<file path="src/verilog/eimrf_defs.svh">
// register offsets, field positions, reset values and counts
`ifndef EIMRF_DEFS_SVH
`define EIMRF_DEFS_SVH

`define EIMRF_OFS_RX_EN_SET 8'h00
`define EIMRF_OFS_RX_DISABLE 8'h04
`define EIMRF_OFS_RAW 8'h08
`define EIMRF_OFS_MASKED 8'h0c
`define EIMRF_OFS_EN_SET 8'h10
`define EIMRF_OFS_EN_CLR 8'h14
`define EIMRF_OFS_STAT_CLR 8'h18
`define EIMRF_OFS_RX_CFG 8'h1c

`define EIMRF_RST_WORD 32'h0000_0000
`define EIMRF_RST_RX_EN 8'h00
`define EIMRF_RST_MAC 2'h0

`define EIMRF_BIT_HOST 1
`define EIMRF_BIT_STAT 0

`define EIMRF_CFG_KEEP_FCS 30
`define EIMRF_CFG_QOS 29
`define EIMRF_CFG_SINGLE_BUF 28
`define EIMRF_CFG_COPY_CTRL 24
`define EIMRF_CFG_COPY_SHORT 23
`define EIMRF_CFG_COPY_ERR 22
`define EIMRF_CFG_COPY_ALL 21
`define EIMRF_CFG_BCAST_EN 13
`define EIMRF_CFG_MCAST_EN 5
`define EIMRF_CFG_WMASK 32'h71e7_2727

`define EIMRF_FCS_BYTES 16'h0004
`define EIMRF_MAX_LEN 16'hffff

`endif

</file>
<file path="src/verilog/eimrf_pkg.sv">
// types shared by the interrupt mask and receive filter block
package eimrf_pkg;

   typedef enum {
      EIMRF_R_RX_EN_SET,
      EIMRF_R_RX_DISABLE,
      EIMRF_R_RAW,
      EIMRF_R_MASKED,
      EIMRF_R_EN_SET,
      EIMRF_R_EN_CLR,
      EIMRF_R_STAT_CLR,
      EIMRF_R_RX_CFG,
      EIMRF_R_NONE
   } eimrf_reg_t;

   typedef logic [31:0] eimrf_word_t;
   typedef logic [15:0] eimrf_len_t;

endpackage

</file>
<file path="src/verilog/eimrf_top.sv">
// interrupt masks, mac status and receive filter configuration with apb
`timescale 1ns/1ps
`include "eimrf_defs.svh"

module eimrf_top
   import eimrf_pkg::*;
(
   input wire logic CORE_CLK,
   input wire logic RESETN,
   input wire logic PSEL,
   input wire logic PENABLE,
   input wire logic PWRITE,
   input wire logic [7:0] PADDR,
   input wire logic [31:0] PWDATA,
   output logic [31:0] PRDATA,
   output logic PREADY,
   output logic PSLVERR,
   input wire logic HOST_ERR_EVT,
   input wire logic STATS_EVT,
   output logic MAC_INT,
   output logic [7:0] RX_CHAN_INT_ENABLE,
   output logic [31:0] RX_FILTER_CFG,
   input wire logic FRM_VALID,
   input wire logic [15:0] FRM_LEN,
   input wire logic [15:0] FRM_BUF_LEN,
   input wire logic FRM_IS_CTRL,
   input wire logic FRM_IS_PAUSE,
   input wire logic FRM_IS_SHORT,
   input wire logic FRM_HAS_ERR,
   input wire logic PAUSE_ACT_EN,
   output logic FRM_DONE,
   output logic FRM_STORE,
   output logic FRM_ACT_PAUSE,
   output logic [15:0] FRM_DESC_LEN,
   output logic [15:0] FRM_XFER_LEN
);

   function automatic eimrf_reg_t decode(input logic [7:0] a);
      eimrf_reg_t r;
      r = EIMRF_R_NONE;
      unique case (a)
         `EIMRF_OFS_RX_EN_SET: r = EIMRF_R_RX_EN_SET;
         `EIMRF_OFS_RX_DISABLE: r = EIMRF_R_RX_DISABLE;
         `EIMRF_OFS_RAW: r = EIMRF_R_RAW;
         `EIMRF_OFS_MASKED: r = EIMRF_R_MASKED;
         `EIMRF_OFS_EN_SET: r = EIMRF_R_EN_SET;
         `EIMRF_OFS_EN_CLR: r = EIMRF_R_EN_CLR;
         `EIMRF_OFS_STAT_CLR: r = EIMRF_R_STAT_CLR;
         `EIMRF_OFS_RX_CFG: r = EIMRF_R_RX_CFG;
         default: r = EIMRF_R_NONE;
      endcase
      return r;
   endfunction

   function automatic eimrf_len_t min_len(input eimrf_len_t a,
                                          input eimrf_len_t b);
      return (a < b) ? a : b;
   endfunction

   logic pready_q;
   logic [31:0] prdata_q;
   logic pslverr_q;
   logic [7:0] rx_int_enable_q;
   logic [1:0] mac_pend_q;
   logic [1:0] mac_enable_q;
   logic [31:0] rx_cfg_q;
   logic mac_int_q;
   logic frm_done_q;
   logic frm_store_q;
   logic frm_act_pause_q;
   logic [15:0] frm_desc_len_q;
   logic [15:0] frm_xfer_len_q;

   eimrf_reg_t sel;
   logic access;
   logic wr_go;
   logic [1:0] mac_masked;
   logic [31:0] rd_word;
   logic [15:0] desc_len;
   logic keep_fcs;
   logic copy_ok;

   assign sel = decode(PADDR);
   // one wait state: ready rises in the second access cycle
   assign access = PSEL & PENABLE & ~pready_q;
   assign wr_go = PSEL & PENABLE & pready_q & PWRITE;
   assign mac_masked = mac_pend_q & mac_enable_q;

   always_comb begin
      rd_word = `EIMRF_RST_WORD;
      unique case (sel)
         EIMRF_R_RX_EN_SET: rd_word[7:0] = rx_int_enable_q;
         EIMRF_R_RX_DISABLE: rd_word[7:0] = rx_int_enable_q;
         EIMRF_R_RAW: rd_word[1:0] = mac_pend_q;
         EIMRF_R_MASKED: rd_word[1:0] = mac_masked;
         EIMRF_R_EN_SET: rd_word[1:0] = mac_enable_q;
         EIMRF_R_EN_CLR: rd_word[1:0] = mac_enable_q;
         EIMRF_R_RX_CFG: rd_word = rx_cfg_q;
         EIMRF_R_STAT_CLR: rd_word = `EIMRF_RST_WORD;
         EIMRF_R_NONE: rd_word = `EIMRF_RST_WORD;
      endcase
   end

   // apb handshake and read data
   always_ff @(posedge CORE_CLK) begin
      if (!RESETN) begin
         pready_q <= 1'b0;
         prdata_q <= `EIMRF_RST_WORD;
         pslverr_q <= 1'b0;
      end else if (access) begin
         pready_q <= 1'b1;
         prdata_q <= PWRITE ? `EIMRF_RST_WORD : rd_word;
         pslverr_q <= (sel == EIMRF_R_NONE);
      end else begin
         pready_q <= 1'b0;
         prdata_q <= `EIMRF_RST_WORD;
         pslverr_q <= 1'b0;
      end
   end

   // receive channel interrupt enables
   always_ff @(posedge CORE_CLK) begin
      if (!RESETN) begin
         rx_int_enable_q <= `EIMRF_RST_RX_EN;
      end else if (wr_go && sel == EIMRF_R_RX_EN_SET) begin
         rx_int_enable_q <= rx_int_enable_q | PWDATA[7:0];
      end else if (wr_go && sel == EIMRF_R_RX_DISABLE) begin
         rx_int_enable_q <= rx_int_enable_q & ~PWDATA[7:0];
      end
   end

   // mac interrupt enables
   always_ff @(posedge CORE_CLK) begin
      if (!RESETN) begin
         mac_enable_q <= `EIMRF_RST_MAC;
      end else if (wr_go && sel == EIMRF_R_EN_SET) begin
         mac_enable_q[`EIMRF_BIT_HOST] <= mac_enable_q[`EIMRF_BIT_HOST]
            | PWDATA[`EIMRF_BIT_HOST];
         mac_enable_q[`EIMRF_BIT_STAT] <= mac_enable_q[`EIMRF_BIT_STAT]
            | PWDATA[`EIMRF_BIT_STAT];
      end else if (wr_go && sel == EIMRF_R_EN_CLR) begin
         mac_enable_q[`EIMRF_BIT_HOST] <= mac_enable_q[`EIMRF_BIT_HOST]
            & ~PWDATA[`EIMRF_BIT_HOST];
         mac_enable_q[`EIMRF_BIT_STAT] <= mac_enable_q[`EIMRF_BIT_STAT]
            & ~PWDATA[`EIMRF_BIT_STAT];
      end
   end

   // sticky pending bits; a new event wins over a clear in the same cycle
   always_ff @(posedge CORE_CLK) begin
      if (!RESETN) begin
         mac_pend_q <= `EIMRF_RST_MAC;
      end else begin
         if (HOST_ERR_EVT) begin
            mac_pend_q[`EIMRF_BIT_HOST] <= 1'b1;
         end else if (wr_go && sel == EIMRF_R_STAT_CLR
                      && PWDATA[`EIMRF_BIT_HOST]) begin
            mac_pend_q[`EIMRF_BIT_HOST] <= 1'b0;
         end
         if (STATS_EVT) begin
            mac_pend_q[`EIMRF_BIT_STAT] <= 1'b1;
         end else if (wr_go && sel == EIMRF_R_STAT_CLR
                      && PWDATA[`EIMRF_BIT_STAT]) begin
            mac_pend_q[`EIMRF_BIT_STAT] <= 1'b0;
         end
      end
   end

   // interrupt line
   always_ff @(posedge CORE_CLK) begin
      if (!RESETN) begin
         mac_int_q <= 1'b0;
      end else begin
         mac_int_q <= |mac_masked;
      end
   end

   // receive filter configuration, reserved bits never store
   always_ff @(posedge CORE_CLK) begin
      if (!RESETN) begin
         rx_cfg_q <= `EIMRF_RST_WORD;
      end else if (wr_go && sel == EIMRF_R_RX_CFG) begin
         rx_cfg_q <= PWDATA & `EIMRF_CFG_WMASK;
      end
   end

   // frame decision stage
   assign keep_fcs = rx_cfg_q[`EIMRF_CFG_KEEP_FCS];

   always_comb begin
      if (keep_fcs) begin
         desc_len = FRM_LEN;
      end else if (FRM_LEN > `EIMRF_FCS_BYTES) begin
         desc_len = FRM_LEN - `EIMRF_FCS_BYTES;
      end else begin
         desc_len = 16'h0000;
      end
   end

   always_comb begin
      copy_ok = 1'b1;
      if (FRM_IS_CTRL && !rx_cfg_q[`EIMRF_CFG_COPY_CTRL]) begin
         copy_ok = 1'b0;
      end
      if (FRM_IS_SHORT && !rx_cfg_q[`EIMRF_CFG_COPY_SHORT]) begin
         copy_ok = 1'b0;
      end
      if (FRM_HAS_ERR && !rx_cfg_q[`EIMRF_CFG_COPY_ERR]) begin
         copy_ok = 1'b0;
      end
      if (rx_cfg_q[`EIMRF_CFG_COPY_ALL] && !FRM_IS_CTRL) begin
         copy_ok = 1'b1;
      end
   end

   always_ff @(posedge CORE_CLK) begin
      if (!RESETN) begin
         frm_done_q <= 1'b0;
         frm_store_q <= 1'b0;
         frm_act_pause_q <= 1'b0;
         frm_desc_len_q <= 16'h0000;
         frm_xfer_len_q <= 16'h0000;
      end else begin
         frm_done_q <= FRM_VALID;
         if (FRM_VALID) begin
            frm_store_q <= copy_ok;
            frm_act_pause_q <= FRM_IS_CTRL & FRM_IS_PAUSE
               & PAUSE_ACT_EN;
            frm_desc_len_q <= desc_len;
            if (rx_cfg_q[`EIMRF_CFG_SINGLE_BUF]) begin
               frm_xfer_len_q <= min_len(desc_len, FRM_BUF_LEN);
            end else begin
               frm_xfer_len_q <= desc_len;
            end
         end
      end
   end

   assign PRDATA = prdata_q;
   assign PREADY = pready_q;
   assign PSLVERR = pslverr_q;
   assign MAC_INT = mac_int_q;
   assign RX_CHAN_INT_ENABLE = rx_int_enable_q;
   assign RX_FILTER_CFG = rx_cfg_q;
   assign FRM_DONE = frm_done_q;
   assign FRM_STORE = frm_store_q;
   assign FRM_ACT_PAUSE = frm_act_pause_q;
   assign FRM_DESC_LEN = frm_desc_len_q;
   assign FRM_XFER_LEN = frm_xfer_len_q;

endmodule

</file>
<file path="config.mk">
export PLATFORM = sky130hd
export DESIGN_NAME = eimrf_top
export DESIGN_NICKNAME = d
export VERILOG_FILES = /design/src/verilog/eimrf_pkg.sv /design/src/verilog/eimrf_top.sv
export VERILOG_INCLUDE_DIRS = /design/src /design/src/verilog
export SDC_FILE = /design/constraint.sdc
export NUM_CORES = 1
export LEC_CHECK = 0
export ABC_CLOCK_PERIOD_IN_PS = 6600
export BUFFER_PORTS_ARGS = -buffer_cell sky130_fd_sc_hd__buf_2
export CORE_MARGIN = 1.5
export CORE_UTILIZATION = 52
export CTS_CLUSTER_SIZE = 8
export DETAILED_ROUTE_END_ITERATION = 6
export GPL_TIMING_DRIVEN = 0
export PLACE_DENSITY = 0.86
export SYNTH_ARGS = -nofsm -noshare
export SYNTH_HDL_FRONTEND = slang
export SYNTH_SLANG_ARGS = --single-unit
</file>
<file path="constraint.sdc">
create_clock -name CORE_CLK -period 6.6 [get_ports CORE_CLK]
set_input_delay 1.32 -clock CORE_CLK [delete_from_list [all_inputs] [get_ports CORE_CLK]]
set_output_delay 1.32 -clock CORE_CLK [all_outputs]
set_load 0.02 [all_outputs]
</file>
# Yosys cells after proc, flatten, opt, wreduce, memory -nomap -nowiden
# Memory sizes are Yosys's and may differ from the RTL's.
# Cells that the tools add are included.
[word_totals] ff_bits=90 romBits=128 out_inout_bits=110 elab_cells=103 n_memories=1
[classes] add_sub_neg=1 magnitude_cmp=2 eq_ne=14 mux=20 n_bitwise=20 reduce_logical=30
[mem_list] memory="(name not given)" depth=32 width=4 rd=1 rd_clocked_by_memory_dff=0 wr=0 line="eimrf_top.sv:41" rtl="unique case (a)"
[op_table] op="equality test 32 x 4 -> 1 bit (second input constant)" n=5
[op_table] op="equality test 32 x 3 -> 1 bit (second input constant)" n=4
[op_table] op="equality test 32 x 2 -> 1 bit (second input constant)" n=3
[op_table] op="zero test 32 bit" n=2
[op_table] op="two-way mux 16 bit" n=4
[op_table] op="equality test 32 x 1 -> 1 bit (second input constant)" n=1
[op_table] op="equality test 32 x 5 -> 1 bit (second input constant)" n=1
[op_table] op="two-way mux 32 bit" n=1
[op_table] op="greater-than comparator 16 x 3 -> 1 bit (second input constant)" n=1
[op_table] op="< comparator 16 bit" n=1
[op_table] op="two-way mux 8 bit" n=2
[op_table] op="subtractor 16 x 3 -> 16 bit (second input constant)" n=1
[op_table] op="logical AND 1 bit" n=12
[op_table] op="case mux 2 bit (6 select lines)" n=1
[op_table] op="case mux 6 bit (2 select lines)" n=1
[op_table] op="two-way mux 1 bit" n=9
[op_table] op="bitwise AND 1 bit" n=8
[op_table] op="bitwise AND 8 bit" n=1
[op_table] op="inverter 8 bit" n=1
[op_table] op="OR 8 bit" n=1
[op_table] op="nonzero test 2 bit" n=4
[op_table] op="OR reduction 2 bit" n=4
[op_table] op="inverter 1 bit" n=6
[op_table] op="zero test 1 bit" n=4
[op_table] op="other kinds (7)" n=9

# Longest topological paths before layout
[logic_depth] word_depth=7 mapped_depth=16

# Least setup slack after synthesis
# No wires, ideal clock.
[synth_timing] path_type="in2reg" start="input port FRM_LEN[3]" end="register frm_xfer_len_q[15], in the netlist FRM_XFER_LEN[15]" setup_time_ns=0.074 arrival_time_ns=4.098 t_required_ns=6.526 path_slack_ns=2.428 path_stages=16 path_cell_list="inv_1 -> ha_1 -> nor3b_1 -> o2111ai_2 -> nor2_2 -> buf_2 -> nor2_1 -> ha_1 -> a21oi_1 -> a21boi_1 -> o41ai_1 -> and2_1 -> buf_1 -> buf_2 -> nand3_1 -> a31oi_1"
[synth_via] elab_chain_cells=6
[synth_rtl] item="from (decl)" line="eimrf_top.sv:24" rtl="input wire logic [15:0] FRM_LEN,"
[synth_rtl] item="subtractor 16 x 3 -> 16 bit (no line) or greater-than comparator 16 x 3 -> 1 bit (tied branches)"
[synth_rtl] item="two-way mux 16 bit *" line="eimrf_top.sv:193" rtl="end else if (FRM_LEN > `EIMRF_FCS_BYTES) begin"
[synth_rtl] item="two-way mux 16 bit *" line="eimrf_top.sv:191" rtl="if (keep_fcs) begin"
[synth_rtl] item="net desc_len[12]" line="eimrf_top.sv:79" rtl="logic [15:0] desc_len;"
[synth_rtl] item="< comparator 16 bit *" line="eimrf_top.sv:57" rtl="return (a < b) ? a : b;"
[synth_rtl] item="two-way mux 16 bit *" line="eimrf_top.sv:57"
[synth_rtl] item="two-way mux 16 bit *" line="eimrf_top.sv:230" rtl="if (rx_cfg_q[`EIMRF_CFG_SINGLE_BUF]) begin"
[synth_rtl] item="to (signal assigned)" line="eimrf_top.sv:231" rtl="frm_xfer_len_q <= min_len(desc_len, FRM_BUF_LEN);"
[synth_rtl] item="to (signal assigned)" line="eimrf_top.sv:233" rtl="frm_xfer_len_q <= desc_len;"
[synth_rtl] item="to (decl)" line="eimrf_top.sv:72" rtl="logic [15:0] frm_xfer_len_q;"
# The timed path passes the listed nets; every way through them passes the cells marked *.
# A chain may end at the register's enable or synchronous reset.

# Final worst setup path
[layout_timing] start="input port FRM_LEN[3]" end="register frm_xfer_len_q[8], in the netlist FRM_XFER_LEN[8]"
# Same word-level chain as after synthesis.

==> results_tabular.tex <==
\begin{tabular}{lr}
\hline
Metric & Value \\
\hline
\multicolumn{2}{l}{\textbf{Cells and area}} \\
Area growth from synthesis to layout & 26.8\% \\
Most frequent standard cell in the layout excluding fill and tap cells & buf\_2 \\
Most frequent cells in the layout & buf\_2 (159), dfxtp\_1 (90), nand2\_1 (37), nor2b\_1 (37), o21ai\_0 (35) \\
NumNets Final & 820 \\
Final core utilization & 69.4\% \\
Ant. Diodes & 0 \\
Layout cell share with drive strength beyond 1 & 29.6\% \\
\multicolumn{2}{l}{\textbf{Route}} \\
Drt wl/cell & 15.3 um \\
Post-detailed-route via-to-cell ratio & 5.41 \\
Number of nets with antenna violations after routing & 0 \\
Post-Route WL & 12,600 um \\
Number of vias in the routed layout & 4,471 \\
Post-route DRC & 0 \\
Drt first-iter violations & 169 \\
Number of iterations in the first detailed-routing pass & 6 \\
\multicolumn{2}{l}{\textbf{Timing}} \\
Remaining max-slew budget at the tightest pin & 56.0\% \\
Setup repair after global routing missed its margin & false \\
Fin. Hold Viols & 0 \\
Min Clock Period, post-route & 4650 ps \\
Setup WS post-layout & 1950 ps \\
Maximum achievable frequency & 215 MHz \\
Final setup violating endpoints & 0 \\
Transition time at the pin with the least slew margin & 654 ps \\
Tcrit/Tclk final & 70.4\% \\
Worst clock skew & 12.4 ps \\
Max-slew violation count & 0 \\
Setup\_tns & 0 ps \\
\multicolumn{2}{l}{\textbf{Synthesis}} \\
Top cell type by total area after synthesis & dfxtp\_1 \\
Average cell area after synthesis & 8.66 um2 \\
Synth warnings & 0 \\
Adder-cell share of the synthesized area & 4.66\% \\
Combinational family with the most area after synthesis & simple AND/OR/NAND/NOR gates \\
Number of synthesized flops with an enable pin & 0 \\
Post-synthesis mux area share & 4.83\% \\
Share of synthesized area occupied by flip-flops and latches & 39.5\% \\
Flip-flop cell with the highest count after synthesis & dfxtp\_1 \\
Number of library cell types mapped by synthesis & 55 \\
Compound-gate portion of the synthesized area & 14.6\% \\
Post-synthesis share of cell area spent on and, or, nand and nor gates & 24.8\% \\
Area fraction of the dominant cell type after synthesis & 39.5\% \\
Dominant cells by area after synthesis & dfxtp\_1 (39\%), nor2b\_1 (5.1\%), mux2i\_1 (4.8\%) \\
Total of flip-flops plus latches after synthesis & 90 \\
Share of synthesized flip-flops with an asynchronous set or reset & 0\% \\
Number of cells produced by synthesis & 527 \\
Share of the synthesized netlist area taken by xor and xnor gates & 2.30\% \\
Area of the mapped netlist & 0.00456 mm2 \\
\multicolumn{2}{l}{\textbf{Place}} \\
Pre-CTS setup slack & 1670 ps \\
Buffers added on ports & 157 \\
Gp weighted congestion & 0.935 \\
HPWL Detailed & 9930 um \\
\multicolumn{2}{l}{\textbf{Critical path}} \\
Category of the worst setup path capture point & flop \\
Worst EP required & 6880 ps \\
Worst-path maximum fanout & 10 \\
Class of the most critical setup path & input port to flop \\
Arr. time, crit path & 4930 ps \\
Startpoint type of the worst setup path & input port \\
\multicolumn{2}{l}{\textbf{Clock tree}} \\
Number of instances resized during post-cts repair & 0 \\
Clk buf depth & 2 \\
CTS tree & done \\
TritonCTS buffer count & 9 \\
Root cell of the clock tree & clkbuf\_8 \\
Clock input transition at the sequential cells of the worst setup and hold paths & 90 ps \\
Maximum level of the CTS H-tree & 3 \\
Clk\_lat worst skew & 350 ps \\
Post-CTS Hold Buffers & 0 \\
Number of setup buffers added after CTS & 0 \\
Clock sink count & 90 \\
\multicolumn{2}{l}{\textbf{Run}} \\
Number of maximum-capacitance violations & 0 \\
\multicolumn{2}{l}{\textbf{Power and ir drop}} \\
Net switching component of the power & 321 uW \\
Sequential cell fraction of total power & 48.6\% \\
Clock network fraction of design power & 36.1\% \\
Switching fraction of total power & 27.5\% \\
Pwr/cell area & 201 mW/mm2 \\
Logic gate share of total power & 15.4\% \\
Pleak & 0.00278 uW \\
Worst ir drop on vdd & 0.126 mV \\
Internal power & 844 uW \\
\multicolumn{2}{l}{\textbf{Global route}} \\
Number of antenna violations at the first check in global routing & 0 \\
Number of global-route vias before repair & 4,319 \\
Wire length of the first global-routing pass & 20,200 um \\
Total routing usage reported by global routing & 26.1\% \\
Remaining global-route overflow & 0 \\
Maximum number of pins on one net before global-route repair & 17 \\
\multicolumn{2}{l}{\textbf{Floorplanning}} \\
Row count & 33 \\
Count of pins on the block boundary & 195 \\
Initial standard-cell utilization of the core & 54.7\% \\
Placeable Area & 0.00834 mm2 \\
Vertical die dimension & 96.7 um \\
Die ar. & 0.00935 mm2 \\
Die width & 96.7 um \\
\multicolumn{2}{l}{\textbf{Worst hold path}} \\
Min-Delay Path Class & flop to flop \\
\multicolumn{2}{l}{\textbf{Outcome}} \\
Run status & finished clean \\
\hline
\end{tabular}
==> through the flow <==
step	cells	total power [uW]	area, um2	hold slack, ps
after floorplan	550	686	4650	474
after global placement	812	751	5570	458
after detailed placement	812	755	5570	466
after CTS	827	1170	5790	482
after global routing	827	1210	5790	506
final	827	1170	5790	479
==> cells by family after synthesis <==
kind of cell               count (synthesis)
AOI/OAI and AO/OA                        106
xor gates and xnor gates                  12
DFF                                       90
other                                      1
buffers and inverters                     78
adders and majority gates                 17
and+or+nand+nor                          201
muxes                                     22
==> path summary, 6_finish.rpt <==
kind                          start  cells past startpoint  slack [ps]               to
setup / recovery         FRM_LEN[3]                     17        1950  FRM_XFER_LEN[8]
hold / removal    RX_FILTER_CFG[16]                      1         480       PRDATA[16]
setup reg to reg  RX_FILTER_CFG[30]                     14        2800  FRM_XFER_LEN[8]
hold reg to reg   RX_FILTER_CFG[16]                      1         480       PRDATA[16]
==> power groups by stage <==
stage,Clock [uW],Combinational [uW],Sequential (uW)
after floorplan,0,92.0,594
after global placement,0,173,578
after detailed placement,0,176,578
after CTS,425,177,566
after global routing,450,195,568
final,420,179,566
==> layer usage <==
metal | track usage (%) | part of all wire (%) | up-vias
met5 | 0 | 0 | -
met4 | 8.58 | 2.6 | 0
met3 | 4.05 | 7.9 | 33
met2 | 46.2 | 48 | 229
met1 | 32.4 | 41 | 2057
li1 | - | - | 2152
==> synthesized netlist by cell type (all sizes together) (20+ instances only) <==
cell     n
dfxtp   90
nand2   37
nor2b   37
o21ai   36
nor2    33
buf     31
nand3   28
inv     27
a21oi   26
mux2i   22
clkbuf  20
==> critical path, cell delays in order <==
cell and delay, ps:
buf_2 130, inv_1 80, ha_1 130, nor3b_1 290, o2111ai_2 210, nor2_2 390, buf_2 280, nor2_1 100
ha_1 310, a21oi_1 150, a21boi_1 80, o41ai_1 390, and2_1 180, buf_1 300, buf_2 290, nand3_1 110
a31oi_1 180
==> final cells by class <==
cell class | count | area, um2
fillers | 711 | 2550
multi-input cells | 382 | 2420
flip-flops and latches | 90 | 1800
repair buffers | 157 | 786
plain buffers | 51 | 322
well taps | 105 | 131
clock buffers | 9 | 124
inverters | 27 | 101
clock inverters | 6 | 95.1
Note: power is estimated with default switching activity, not from simulation.
